**src/logic/prr_pkg.sv**
```systemverilog
/*
  shared constants of the time-of-day counter: register offsets, field widths,
  reset values and the timing figures of the derived tick.
  assumes nothing of its surroundings; every file refers to it as prr_pkg::name.
*/
package prr_pkg;
  // register byte offsets
  localparam logic [16:0] PRR_OFS_NS_OFFSET = 17'h12800;   // nanoseconds step value, write loads counter
  localparam logic [16:0] PRR_OFS_SEC_OFS_LO = 17'h12808;  // seconds step value bits 31:0
  localparam logic [16:0] PRR_OFS_SEC_OFS_HI = 17'h1280C;  // seconds step value bits 47:32
  localparam logic [16:0] PRR_OFS_INC_RATE = 17'h12810;    // time_increment_rate
  localparam logic [16:0] PRR_OFS_NS_NOW = 17'h12814;      // time_nanoseconds_now
  localparam logic [16:0] PRR_OFS_SEC_LO_NOW = 17'h12818;  // time_seconds_low_now
  localparam logic [16:0] PRR_OFS_SEC_HI_NOW = 17'h1281C;  // time_seconds_high_now
  localparam logic [16:0] PRR_OFS_IRQ_CLEAR = 17'h12820;   // timer_irq_clear
  localparam logic [16:0] PRR_OFS_PHASE = 17'h12824;       // timing_phase_offset
  // field widths
  localparam int PRR_INC_W = 26;   // increment field 25:0
  localparam int PRR_FRAC_W = 20;  // fraction bits, 1/2^20 ns
  localparam int PRR_NS_W = 30;    // nanoseconds field 29:0
  localparam int PRR_SEC_W = 48;   // seconds count
  localparam int PRR_SEC_HI_W = 16; // upper seconds field 15:0
  localparam int PRR_IRQ_CLR_BIT = 0; // clear bit position
  // reset values
  localparam logic [25:0] PRR_INC_RESET = 26'h0000000;
  localparam logic [29:0] PRR_NS_RESET = 30'h00000000;
  localparam logic [47:0] PRR_SEC_RESET = 48'h000000000000;
  localparam logic [29:0] PRR_PHASE_RESET = 30'h00000000;
  // timing figures
  localparam logic [29:0] PRR_NS_PER_SEC = 30'h3B9ACA00;   // one billion ns
  localparam logic [30:0] PRR_TICK_PERIOD_NS = 31'h0001E848; // 125000 ns, 8 kHz
  localparam logic [30:0] PRR_TICK_HALF_NS = 31'h0000F424;   // 62500 ns
endpackage : prr_pkg

```
**src/logic/prr_tick_gen.sv**
```systemverilog
/*
  derives the 8 kHz tick from the nanoseconds count plus the phase offset.
  assumes ns_now is below one billion and phase is a 30-bit value; one clock.
*/
`timescale 1ns/10ps
module prr_tick_gen (
  input wire logic clk_sys,
  input wire logic rst_n,
  input wire logic [29:0] ns_now,
  input wire logic [29:0] phase_ns,
  output logic eight_khz_tick
);
  logic [30:0] sum_raw;    // ns plus phase, up to 31 bits
  logic [30:0] sum_wrap;   // sum folded into one second
  logic [30:0] in_period;  // position inside the 125 us period
  logic tick_d;            // next tick level
  logic tick_q;            // registered tick

  // phase-adjusted time, high during the first half of each period
  always_comb begin
    sum_raw = {1'b0, ns_now} + {1'b0, phase_ns};
    if (sum_raw >= {1'b0, prr_pkg::PRR_NS_PER_SEC}) begin
      sum_wrap = sum_raw - {1'b0, prr_pkg::PRR_NS_PER_SEC};
    end else begin
      sum_wrap = sum_raw;
    end
    in_period = sum_wrap % prr_pkg::PRR_TICK_PERIOD_NS;
    tick_d = (in_period < prr_pkg::PRR_TICK_HALF_NS);
  end

  // tick register
  always_ff @(posedge clk_sys or negedge rst_n) begin
    if (!rst_n) begin
      tick_q <= 1'b0;
    end else begin
      tick_q <= tick_d;
    end
  end

  assign eight_khz_tick = tick_q;

  // a half-period phase shift flips the tick level
  property p_tick_half;
    @(posedge clk_sys) disable iff (!rst_n)
      (((({1'b0, ns_now} + {1'b0, phase_ns}) % prr_pkg::PRR_TICK_PERIOD_NS) == 31'h0000F424))
      |=> !tick_q;
  endproperty
  a_tick_half: assert property (p_tick_half) else $error("tick high at half period");

  property p_tick_zero;
    @(posedge clk_sys) disable iff (!rst_n)
      (((({1'b0, ns_now} + {1'b0, phase_ns}) % prr_pkg::PRR_TICK_PERIOD_NS) == 31'h00000000))
      |=> tick_q;
  endproperty
  a_tick_zero: assert property (p_tick_zero) else $error("tick low at period start");

  c_tick_rise: cover property (@(posedge clk_sys) disable iff (!rst_n) !tick_q ##1 tick_q);
endmodule : prr_tick_gen

```
**src/logic/prr_rtc.sv**
```systemverilog
/*
  time-of-day counter with snapshot readout, periodic timer interrupt,
  step loading and a phase-shifted 8 kHz tick.
  assumes a simple register port: one-cycle read or write strobes with a byte
  address; read data answers one cycle later with reg_rvalid. single clock.
*/
// Contract
// - add increment to counter every clock; a nanoseconds offset write loads the counter instead
// - increment counts 1/2^20 nanosecond units
// - nanoseconds read snapshots whole seconds count
// - nanoseconds read: 30 bits, top zero
// - low seconds read returns snapshot bits 31:0
// - high seconds read returns snapshot bits 47:32
// - periodic timer interrupt held until cleared
// - any write to clear register drops interrupt, unless a second boundary is crossed in the same cycle
// - clear register reads as zero
// - tick derived from nanoseconds plus phase
// - 8 kHz tick, 62500 phase inverts it
// - nanoseconds offset write loads all offsets
// - offsets: 30-bit ns, 48-bit seconds split
`timescale 1ns/10ps
module prr_rtc (
  input wire logic clk_sys,
  input wire logic rst_n,
  input wire logic reg_wr_en,
  input wire logic reg_rd_en,
  input wire logic [16:0] reg_addr,
  input wire logic [31:0] reg_wdata,
  output logic [31:0] reg_rdata,
  output logic reg_rvalid,
  output logic interrupt_timer,
  output logic eight_khz_tick
);
  localparam int ACC_W = prr_pkg::PRR_NS_W + prr_pkg::PRR_FRAC_W; // fixed-point ns width
  localparam logic [ACC_W:0] WRAP_FX = {21'h000000, prr_pkg::PRR_NS_PER_SEC} << prr_pkg::PRR_FRAC_W;

  // software-written state
  logic [25:0] inc_q, inc_d;           // time_increment_rate
  logic [29:0] phase_q, phase_d;       // timing_phase_offset
  logic [29:0] ns_ofs_q, ns_ofs_d;     // nanoseconds step value
  logic [31:0] sec_ofs_lo_q, sec_ofs_lo_d; // seconds step low
  logic [15:0] sec_ofs_hi_q, sec_ofs_hi_d; // seconds step high
  // counter state
  logic [ACC_W-1:0] acc_q, acc_d;      // ns with 20 fraction bits
  logic [47:0] sec_q, sec_d;           // running seconds
  logic [47:0] snap_q, snap_d;         // seconds captured at ns read
  logic irq_q, irq_d;                  // timer interrupt
  logic [31:0] rdata_q, rdata_d;       // read answer
  logic rvalid_q, rvalid_d;            // read answer strobe
  // decode and arithmetic
  logic wr_ns_ofs;                     // write to nanoseconds step register
  logic wr_irq_clr;                    // write to clear register
  logic rd_ns_now;                     // read of nanoseconds now
  logic [ACC_W:0] acc_sum;             // count plus increment
  logic wrapped;                       // second boundary crossed

  assign wr_ns_ofs = reg_wr_en && (reg_addr == prr_pkg::PRR_OFS_NS_OFFSET);
  assign wr_irq_clr = reg_wr_en && (reg_addr == prr_pkg::PRR_OFS_IRQ_CLEAR);
  assign rd_ns_now = reg_rd_en && (reg_addr == prr_pkg::PRR_OFS_NS_NOW);
  assign acc_sum = {1'b0, acc_q} + {{(ACC_W + 1 - prr_pkg::PRR_INC_W){1'b0}}, inc_q};
  assign wrapped = !wr_ns_ofs && (acc_sum >= WRAP_FX);

  // register writes: configuration and step values
  always_comb begin
    inc_d = inc_q;
    phase_d = phase_q;
    ns_ofs_d = ns_ofs_q;
    sec_ofs_lo_d = sec_ofs_lo_q;
    sec_ofs_hi_d = sec_ofs_hi_q;
    if (reg_wr_en) begin
      case (reg_addr)
        prr_pkg::PRR_OFS_INC_RATE: inc_d = reg_wdata[25:0];
        prr_pkg::PRR_OFS_PHASE: phase_d = reg_wdata[29:0];
        prr_pkg::PRR_OFS_NS_OFFSET: ns_ofs_d = reg_wdata[29:0];
        prr_pkg::PRR_OFS_SEC_OFS_LO: sec_ofs_lo_d = reg_wdata;
        prr_pkg::PRR_OFS_SEC_OFS_HI: sec_ofs_hi_d = reg_wdata[15:0];
        default: inc_d = inc_q; // read-only or unmapped: ignored
      endcase
    end
  end

  always_ff @(posedge clk_sys or negedge rst_n) begin
    if (!rst_n) begin
      inc_q <= prr_pkg::PRR_INC_RESET;
      phase_q <= prr_pkg::PRR_PHASE_RESET;
      ns_ofs_q <= prr_pkg::PRR_NS_RESET;
      sec_ofs_lo_q <= 32'h00000000;
      sec_ofs_hi_q <= 16'h0000;
    end else begin
      inc_q <= inc_d;
      phase_q <= phase_d;
      ns_ofs_q <= ns_ofs_d;
      sec_ofs_lo_q <= sec_ofs_lo_d;
      sec_ofs_hi_q <= sec_ofs_hi_d;
    end
  end

  // counter: step load, else advance with one-second wrap
  always_comb begin
    if (wr_ns_ofs) begin
      // step takes the new ns value with the stored seconds halves together
      acc_d = {reg_wdata[29:0], {prr_pkg::PRR_FRAC_W{1'b0}}};
      sec_d = {sec_ofs_hi_q, sec_ofs_lo_q};
    end else if (wrapped) begin
      acc_d = ACC_W'(acc_sum - WRAP_FX);
      sec_d = sec_q + 48'h000000000001;
    end else begin
      acc_d = acc_sum[ACC_W-1:0];
      sec_d = sec_q;
    end
    // seconds captured on ns read so later halves are coherent
    snap_d = rd_ns_now ? sec_q : snap_q;
    // set on each second boundary; a set in the clear cycle wins
    if (wrapped) begin
      irq_d = 1'b1;
    end else if (wr_irq_clr) begin
      irq_d = 1'b0;
    end else begin
      irq_d = irq_q;
    end
  end

  always_ff @(posedge clk_sys or negedge rst_n) begin
    if (!rst_n) begin
      acc_q <= {ACC_W{1'b0}};
      sec_q <= prr_pkg::PRR_SEC_RESET;
      snap_q <= prr_pkg::PRR_SEC_RESET;
      irq_q <= 1'b0;
    end else begin
      acc_q <= acc_d;
      sec_q <= sec_d;
      snap_q <= snap_d;
      irq_q <= irq_d;
    end
  end

  // read mux, answered one cycle after the strobe
  always_comb begin
    rvalid_d = reg_rd_en;
    rdata_d = 32'h00000000;
    if (reg_rd_en) begin
      case (reg_addr)
        prr_pkg::PRR_OFS_NS_OFFSET: rdata_d = {2'h0, ns_ofs_q};
        prr_pkg::PRR_OFS_SEC_OFS_LO: rdata_d = sec_ofs_lo_q;
        prr_pkg::PRR_OFS_SEC_OFS_HI: rdata_d = {16'h0000, sec_ofs_hi_q};
        prr_pkg::PRR_OFS_INC_RATE: rdata_d = {6'h00, inc_q};
        prr_pkg::PRR_OFS_NS_NOW: rdata_d = {2'h0, acc_q[ACC_W-1:prr_pkg::PRR_FRAC_W]};
        prr_pkg::PRR_OFS_SEC_LO_NOW: rdata_d = snap_q[31:0];
        prr_pkg::PRR_OFS_SEC_HI_NOW: rdata_d = {16'h0000, snap_q[47:32]};
        prr_pkg::PRR_OFS_IRQ_CLEAR: rdata_d = 32'h00000000;
        prr_pkg::PRR_OFS_PHASE: rdata_d = {2'h0, phase_q};
        default: rdata_d = 32'h00000000; // unmapped reads zero
      endcase
    end
  end

  always_ff @(posedge clk_sys or negedge rst_n) begin
    if (!rst_n) begin
      rdata_q <= 32'h00000000;
      rvalid_q <= 1'b0;
    end else begin
      rdata_q <= rdata_d;
      rvalid_q <= rvalid_d;
    end
  end

  assign reg_rdata = rdata_q;
  assign reg_rvalid = rvalid_q;
  assign interrupt_timer = irq_q;

  // phase-shifted tick generator
  prr_tick_gen u_tick (
    .clk_sys(clk_sys),
    .rst_n(rst_n),
    .ns_now(acc_q[ACC_W-1:prr_pkg::PRR_FRAC_W]),
    .phase_ns(phase_q),
    .eight_khz_tick(eight_khz_tick)
  );

  property p_advance;
    @(posedge clk_sys) disable iff (!rst_n)
      (!wr_ns_ofs && !wrapped) |=> (acc_q == ACC_W'($past(acc_q) + ACC_W'($past(inc_q))));
  endproperty
  a_advance: assert property (p_advance) else $error("counter did not advance by increment");

  property p_wrap;
    @(posedge clk_sys) disable iff (!rst_n)
      wrapped |=> (sec_q == $past(sec_q) + 48'h000000000001) && (acc_q < WRAP_FX[ACC_W-1:0]);
  endproperty
  a_wrap: assert property (p_wrap) else $error("second wrap wrong");

  property p_load;
    @(posedge clk_sys) disable iff (!rst_n)
      wr_ns_ofs |=> (acc_q[ACC_W-1:prr_pkg::PRR_FRAC_W] == $past(reg_wdata[29:0]))
        && (sec_q == {$past(sec_ofs_hi_q), $past(sec_ofs_lo_q)});
  endproperty
  a_load: assert property (p_load) else $error("step load wrong");

  property p_ns_read;
    @(posedge clk_sys) disable iff (!rst_n)
      rd_ns_now |=> reg_rvalid && (reg_rdata[31:30] == 2'h0)
        && (reg_rdata[29:0] == $past(acc_q[ACC_W-1:prr_pkg::PRR_FRAC_W]));
  endproperty
  a_ns_read: assert property (p_ns_read) else $error("ns read data wrong");

  // low seconds read one idle edge after a nanoseconds read answers that read's seconds
  property p_snapshot;
    @(posedge clk_sys) disable iff (!rst_n)
      rd_ns_now ##1 !rd_ns_now ##1 (reg_rd_en && reg_addr == prr_pkg::PRR_OFS_SEC_LO_NOW)
        |=> (reg_rdata == $past(sec_q[31:0], 3));
  endproperty
  a_snapshot: assert property (p_snapshot) else $error("seconds low not from snapshot");

  property p_sec_hi;
    @(posedge clk_sys) disable iff (!rst_n)
      (reg_rd_en && reg_addr == prr_pkg::PRR_OFS_SEC_HI_NOW)
        |=> (reg_rdata == {16'h0000, $past(snap_q[47:32])});
  endproperty
  a_sec_hi: assert property (p_sec_hi) else $error("seconds high read wrong");

  property p_irq_set;
    @(posedge clk_sys) disable iff (!rst_n)
      wrapped |=> interrupt_timer;
  endproperty
  a_irq_set: assert property (p_irq_set) else $error("interrupt not raised at wrap");

  property p_irq_hold;
    @(posedge clk_sys) disable iff (!rst_n)
      (interrupt_timer && !wr_irq_clr) |=> interrupt_timer;
  endproperty
  a_irq_hold: assert property (p_irq_hold) else $error("interrupt dropped without clear");

  property p_irq_clr;
    @(posedge clk_sys) disable iff (!rst_n)
      (wr_irq_clr && !wrapped) |=> !interrupt_timer;
  endproperty
  a_irq_clr: assert property (p_irq_clr) else $error("interrupt not cleared");

  property p_clr_reads_zero;
    @(posedge clk_sys) disable iff (!rst_n)
      (reg_rd_en && reg_addr == prr_pkg::PRR_OFS_IRQ_CLEAR) |=> reg_rvalid && (reg_rdata == 32'h00000000);
  endproperty
  a_clr_reads_zero: assert property (p_clr_reads_zero) else $error("clear register read not zero");

  c_wrap: cover property (@(posedge clk_sys) disable iff (!rst_n) wrapped);
  c_clear: cover property (@(posedge clk_sys) disable iff (!rst_n)
    interrupt_timer ##1 wr_irq_clr ##1 !interrupt_timer);
  c_snap: cover property (@(posedge clk_sys) disable iff (!rst_n)
    rd_ns_now ##[1:4] (reg_rd_en && reg_addr == prr_pkg::PRR_OFS_SEC_HI_NOW));
endmodule : prr_rtc

```
**config.mk**
```make
export PLATFORM = sky130hd
export DESIGN_NAME = prr_rtc
export DESIGN_NICKNAME = d
export VERILOG_FILES = /design/src/logic/prr_pkg.sv /design/src/logic/prr_tick_gen.sv /design/src/logic/prr_rtc.sv
export SDC_FILE = /design/constraint.sdc
export NUM_CORES = 1
export LEC_CHECK = 0
export ABC_CLOCK_PERIOD_IN_PS = 27700
export BUFFER_PORTS_ARGS = -buffer_cell sky130_fd_sc_hd__buf_2
export CELL_PAD_IN_SITES_DETAIL_PLACEMENT = 2
export CELL_PAD_IN_SITES_GLOBAL_PLACEMENT = 2
export CORE_MARGIN = 3
export CORE_UTILIZATION = 43
export DETAILED_ROUTE_END_ITERATION = 7
export PLACE_DENSITY_LB_ADDON = 0.08
export SYNTH_ARGS = -nofsm -noshare
export SYNTH_HDL_FRONTEND = slang
export SYNTH_SLANG_ARGS = --single-unit
```
**constraint.sdc**
```tcl
create_clock -name clk_sys -period 27.7 [get_ports clk_sys]
set_input_delay 5.54 -clock clk_sys [delete_from_list [all_inputs] [get_ports clk_sys]]
set_output_delay 5.54 -clock clk_sys [all_outputs]
set_load 0.01 [all_outputs]
```
Word-level counts from Yosys, hierarchy flattened. Index checks and enable logic that the tools add are counted.

Register bits after elaboration: 315. Input bits: 53. Output and inout port bits: 35. Word-level logic and storage cells: 51.

Add/subtract/negate cells: 5. Divide/modulo/power cells: 1. $lt $le $gt $ge: 3. Equality and inequality tests: 9. Multiplexer cells: 9. Reductions and logical operators: 12.

Operator list (count): 32-bit one-hot mux with 8 select lines (1); 17-bit equality test (second input constant) (9); 50-bit two-way mux (2); 48-bit two-way mux (2); 50-bit by 26-bit adder with 51-bit output (1); 51-bit by 50-bit greater-or-equal comparator with 1-bit output (second input constant) (1); 50-bit subtractor (second input constant) (1); 48-bit by 1-bit adder with 48-bit output (second input constant) (1); 32-bit two-way mux (1); 30-bit by 30-bit adder with 31-bit output (1); 31-bit by 30-bit greater-or-equal comparator with 1-bit output (second input constant) (1); 31-bit by 16-bit less-than comparator with 1-bit output (second input constant) (1); 31-bit by 17-bit remainder unit with 31-bit output (second input constant) (1); 31-bit two-way mux (1); 31-bit by 30-bit subtractor with 31-bit output (second input constant) (1); 2-bit AND reduction (5); 1-bit logical AND (4); 2-bit nonzero test (2); 1-bit two-way mux (2); 1-bit zero test (1).

Logic depth before layout (Yosys ltp).
Depth after elaboration: 6. Gate-level depth with buffers: 76. Depth with buffers taken out: 66.

Hierarchy. Synthesis repeated with hierarchy kept, for this count alone.

Cells, all modules: 3211. Area total of the unflattened synthesis: 27676.5 µm².

Modules (own cells, without submodules): prr_rtc (times used 1, cells an instance 1574, area an instance 16261.8 µm²); prr_tick_gen (times used 1, cells an instance 1637, area an instance 11414.7 µm²).

Least setup slack after synthesis. Ideal clock, no wire load.

Path kind: register to register. Start: register acc_q[20]. End: register u_tick.tick_q, in the netlist u_tick.eight_khz_tick. Setup time: 0.135 ns. Arrival time: 16.961 ns. Setup slack: 10.604 ns. Cell stages (with the launch flop): 70. Period minus slack after synthesis: 17.096 ns. Path through: dfrtp_1 > ha_1 > inv_1 > fa_1 > nand2b_1 > a21bo_2 > a21oi_1 > o221ai_1 > ha_1 > or3_1 > a211oi_1 > a221oi_2 > and2_1 > a211oi_1 > and4_1 > nand4_1 > a211oi_2 > o22ai_1 > (+34 left out) > o2111ai_2 > and2_2 > a41o_1 > and4bb_4 > o21a_1 > o21a_1 > buf_6 > mux2_1 > nand2b_1 > o31ai_4 > mux2i_1 > nor4b_2 > o21ai_2 > a31o_2 > nand2_1 > maj3_1 > o2111ai_1 > a311oi_1.

Word-level cells in the longest chain between the ends: 5. Elaborated cells on any way between the ends: 6. Classes of those cells: add/sub: 2; div: 1; order compare: 2; mux: 1.

Ends and longest elaborated chain: start, declared (RTL line prr_rtc.sv:44) `logic [ACC_W-1:0] acc_q, acc_d;`; start signal, assigned (RTL line prr_rtc.sv:125) `acc_q <= {ACC_W{1'b0}};`; 30-bit by 30-bit adder with 31-bit output * (RTL line prr_tick_gen.sv:21) `sum_raw = {1'b0, ns_now} + {1'b0, phase_ns};`; 31-bit by 30-bit subtractor with 31-bit output / 31-bit by 30-bit greater-or-equal comparator with 1-bit output (equally long branches) (RTL line prr_tick_gen.sv:23, prr_tick_gen.sv:22); 31-bit two-way mux * (RTL line prr_tick_gen.sv:22) `if (sum_raw >= {1'b0, prr_pkg::PRR_NS_PER_SEC}) begin`; 31-bit by 17-bit remainder unit with 31-bit output * (RTL line prr_tick_gen.sv:27) `in_period = sum_wrap % prr_pkg::PRR_TICK_PERIOD_NS;`; 31-bit by 16-bit less-than comparator with 1-bit output * (RTL line prr_tick_gen.sv:28) `tick_d = (in_period < prr_pkg::PRR_TICK_HALF_NS);`; via u_tick.tick_d (RTL line prr_tick_gen.sv:16) `logic tick_d;`; end signal, assigned (RTL line prr_tick_gen.sv:36) `tick_q <= tick_d;`; end, declared (RTL line prr_tick_gen.sv:17) `logic tick_q;`.

Mark *: on every way through the listed nets, which the timed path passes. The rest lies on a longest branch. A chain may end at the register's enable or synchronous reset.

Final worst setup path.
Start: register acc_q[26]. End: register u_tick.tick_q, in the netlist u_tick.eight_khz_tick.

Same word-level chain as after synthesis.

==> flow_metrics.env <==
export IMPL_die_area_sq_mm=0.0638
export IMPL_portBuffers=87
export IMPL_clkTransAtPathRegs_ns=0.08
export IMPL_max_freq_ghz=0.0453
export IMPL_ioPinCount=88
export IMPL_synth_edf_count=0
export IMPL_via_per_inst=6.85
export IMPL_synth_most_common_cell="nand2_1"
export IMPL_insertion_delay_ns=0.59
export IMPL_cts_max_path_buffers=3
export IMPL_remaining_drc_errors=0
export IMPL_power_density_mw_per_mm2=42.6
export IMPL_status="finished, final reports clean"
export IMPL_cellLeakagePower_nw=11.6
export IMPL_wl_per_cell_um=30.7
export IMPL_synth_common_cells="nand2_1 (380), dfrtp_1 (315), nor2_1 (243)"
export IMPL_tritoncts="done"
export IMPL_firstDrtPassIters=6
export IMPL_drive_gt1_frac=0.165
export IMPL_clock_sinks=315
export IMPL_async_reset_ff_frac=1.00
export IMPL_drv_slew=0
export IMPL_setup_tns_ns=0
export IMPL_ys_ff_latch=315
export IMPL_area_growth_pct=7.98
export IMPL_final_core_utilization=0.474
export IMPL_vdd_drop_max_v=0.0000529
export IMPL_synth_area_sq_mm=0.0261
export IMPL_grt_max_degree=120
export IMPL_hp_class="reg2reg"
export IMPL_clock_root_buffer="clkbuf_16"
export IMPL_gp_congestion=0.881
export IMPL_die_width_um=253
export IMPL_slowest_delay_ns=0.71
export IMPL_chipHeight_um=253
export IMPL_dr_first_iter_drc_count=2197
export IMPL_hpwl_um=81700
export IMPL_cts_hold_fix_buffers=0
export IMPL_rsz0062_at_grt="no"
export IMPL_nFillCells=6477
export IMPL_grt_antenna_before_repair=7
export IMPL_synthTopCellsByArea="dfrtp_1 (30%), mux2_2 (7.6%), nand2_1 (5.5%)"
export IMPL_overflow=0
export IMPL_rr_worst_depth=62
export IMPL_wirelength_um=118000
export IMPL_final_hold_violation_count=0
export IMPL_initial_core_util=0.439
export IMPL_finalSetupViolations=0
export IMPL_yosys_warnings=0
export IMPL_synth_nets=3128
export IMPL_vias=26300
export IMPL_yosys_area_top_type="dfrtp_1"
export IMPL_cts_setup_buffers=0
export IMPL_max_cap_violations=0
export IMPL_min_from="snap_q[35]$_DFFE_PN0P_"
export IMPL_cp_data_required_time_ns=28.16
export IMPL_cts_buffers=29
export IMPL_synth_cells=3014
export IMPL_synth_cell_types=145
export IMPL_critical_path_arrival_ns=22.55
export IMPL_seq_area_frac_synth=0.302
export IMPL_n_antenna_cell=0
export IMPL_final_nets=3155
export IMPL_holdPathEnd="snap_q[35]$_DFFE_PN0P_"
export IMPL_coreArea_sq_mm=0.0596
export IMPL_ctsResizeCount=0
export IMPL_period_needed_ns=22.09
export IMPL_htreeDepth=1
export IMPL_r2r_end="u_tick.eight_khz_tick$_DFF_PN0_"
export IMPL_tightestPinTransition_ns=1.29
export IMPL_grtUsageTotal=0.362
export IMPL_avgSynthCellArea_sq_um=8.67
export IMPL_hold_slack_ns=0.509
export IMPL_synth_main_ff_cell="dfrtp_1"
export IMPL_cp_slowest_cell="a211oi_1"
export IMPL_path_max_fanout=16
export IMPL_hold_path_depth=1
export IMPL_row_count=89
export IMPL_startpoint_type="register"
export IMPL_worst_slack_ns=5.61
export IMPL_reg2reg_from="acc_q[26]$_DFF_PN0_"
export IMPL_grt_pass1_vias=29200
export IMPL_critPathKind="reg2reg"
export IMPL_place_ws_ns=5.98
export IMPL_min_period_over_period=0.798
export IMPL_clock_skew_ns=0.0181
export IMPL_ant_nets=0
export IMPL_grt_pass1_wl_um=181000
export IMPL_synth_top_area_share=0.302
export IMPL_cp_end_kind="register"
export IMPL_reg2reg_slack_ns=5.61
export IMPL_maxSlewHeadroom=0.139
-- flip-flops by register name, summed over array words and instances (netlist names) --
signal,count
acc_q,50
sec_q,48
snap_q,48
reg_rdata,32
sec_ofs_lo_q,32
ns_ofs_q,30
phase_q,30
inc_q,26
sec_ofs_hi_q,16
interrupt_timer,1
reg_rvalid,1
u_tick.eight_khz_tick,1
-- layout make-up --
class	count	area, sq um	area share
multi-input combinational	2523	17500	0.620
clock buffer	38	810	0.0287
clock inverter	16	184	0.00652
timing repair buffer	118	678	0.0240
inverter	54	203	0.00718
tap	773	967	0.0343
sequential	315	7880	0.279
-- per-layer routing --
layer / vias to the layer above / global-route usage / part of all wire
met5: - / 0 / 0.00043
met4: 8 / 0.159 / 0.046
met3: 355 / 0.0504 / 0.055
met2: 960 / 0.636 / 0.49
met1: 13600 / 0.442 / 0.41
li1: 11400 / - / -
-- power breakdown --
part / switching (mW) / internal [mW] / leakage (nW)
sequential: 0.000608 / 0.461 / 4.00
combinational: 0.197 / 0.102 / 7.14
clock: 0.198 / 0.243 / 0.502
total: 0.395 / 0.806 / 11.6
-- stage by stage --
step           power [mW]  std cells  cell area (sq um)
5_1_grt              1.25       3837              28200
4_1_cts              1.20       3837              28200
2_1_floorplan       0.683       3014              26100
6_report             1.20       3837              28200
3_3_place_gp        0.747       3783              27200
3_5_place_dp        0.764       3783              27200
-- worst max-delay path by stage --
stage	start	to	slack (ns)
CTS	phase_q[0]$_DFFE_PN0P_	u_tick.eight_khz_tick$_DFF_PN0_	5.84
finish	acc_q[26]$_DFF_PN0_	u_tick.eight_khz_tick$_DFF_PN0_	5.61
global route	acc_q[26]$_DFF_PN0_	u_tick.eight_khz_tick$_DFF_PN0_	3.77
global placement	acc_q[20]$_DFF_PN0_	u_tick.eight_khz_tick$_DFF_PN0_	7.16
floorplan	acc_q[20]$_DFF_PN0_	u_tick.eight_khz_tick$_DFF_PN0_	10.60
detailed placement	phase_q[0]$_DFFE_PN0P_	u_tick.eight_khz_tick$_DFF_PN0_	5.98
-- kinds of logic (layout without fill, tap and decap cells) --
group                    after synthesis  after routing  synth area share
adder cells (fa/ha/maj)               74             74            0.0348
flip-flops                           315            315             0.302
multiplexers                         209            209            0.0898
XOR/XNOR                             246            246            0.0866
AND/OR/NAND/NOR                     1106           1106             0.205
buffers and inverters                176            226            0.0309
AO/OA/AOI/OAI                        888            888             0.251
-- worst max-delay path, delay by kind of cell (launching register included) --
kind / cells / cell delay, ns
xor gates and xnor gates: 2 / 0.77
AOI/OAI and AO/OA: 36 / 12.82
muxes: 5 / 2.06
and+or+nand+nor: 16 / 4.53
adders and majority gates: 3 / 1.11
DFF: 1 / 0.62
-- cell usage in the layout (no fill, tap or decap), types with 81 or more instances in the layout --
cell,n
nand3_1,86
mux2_2,176
a21oi_1,169
nand2_1,377
xnor2_1,153
xor2_1,81
nor2_1,242
buf_2,86
o21ai_0,148
dfrtp_1,315
Power figures use the tool's default switching activity.
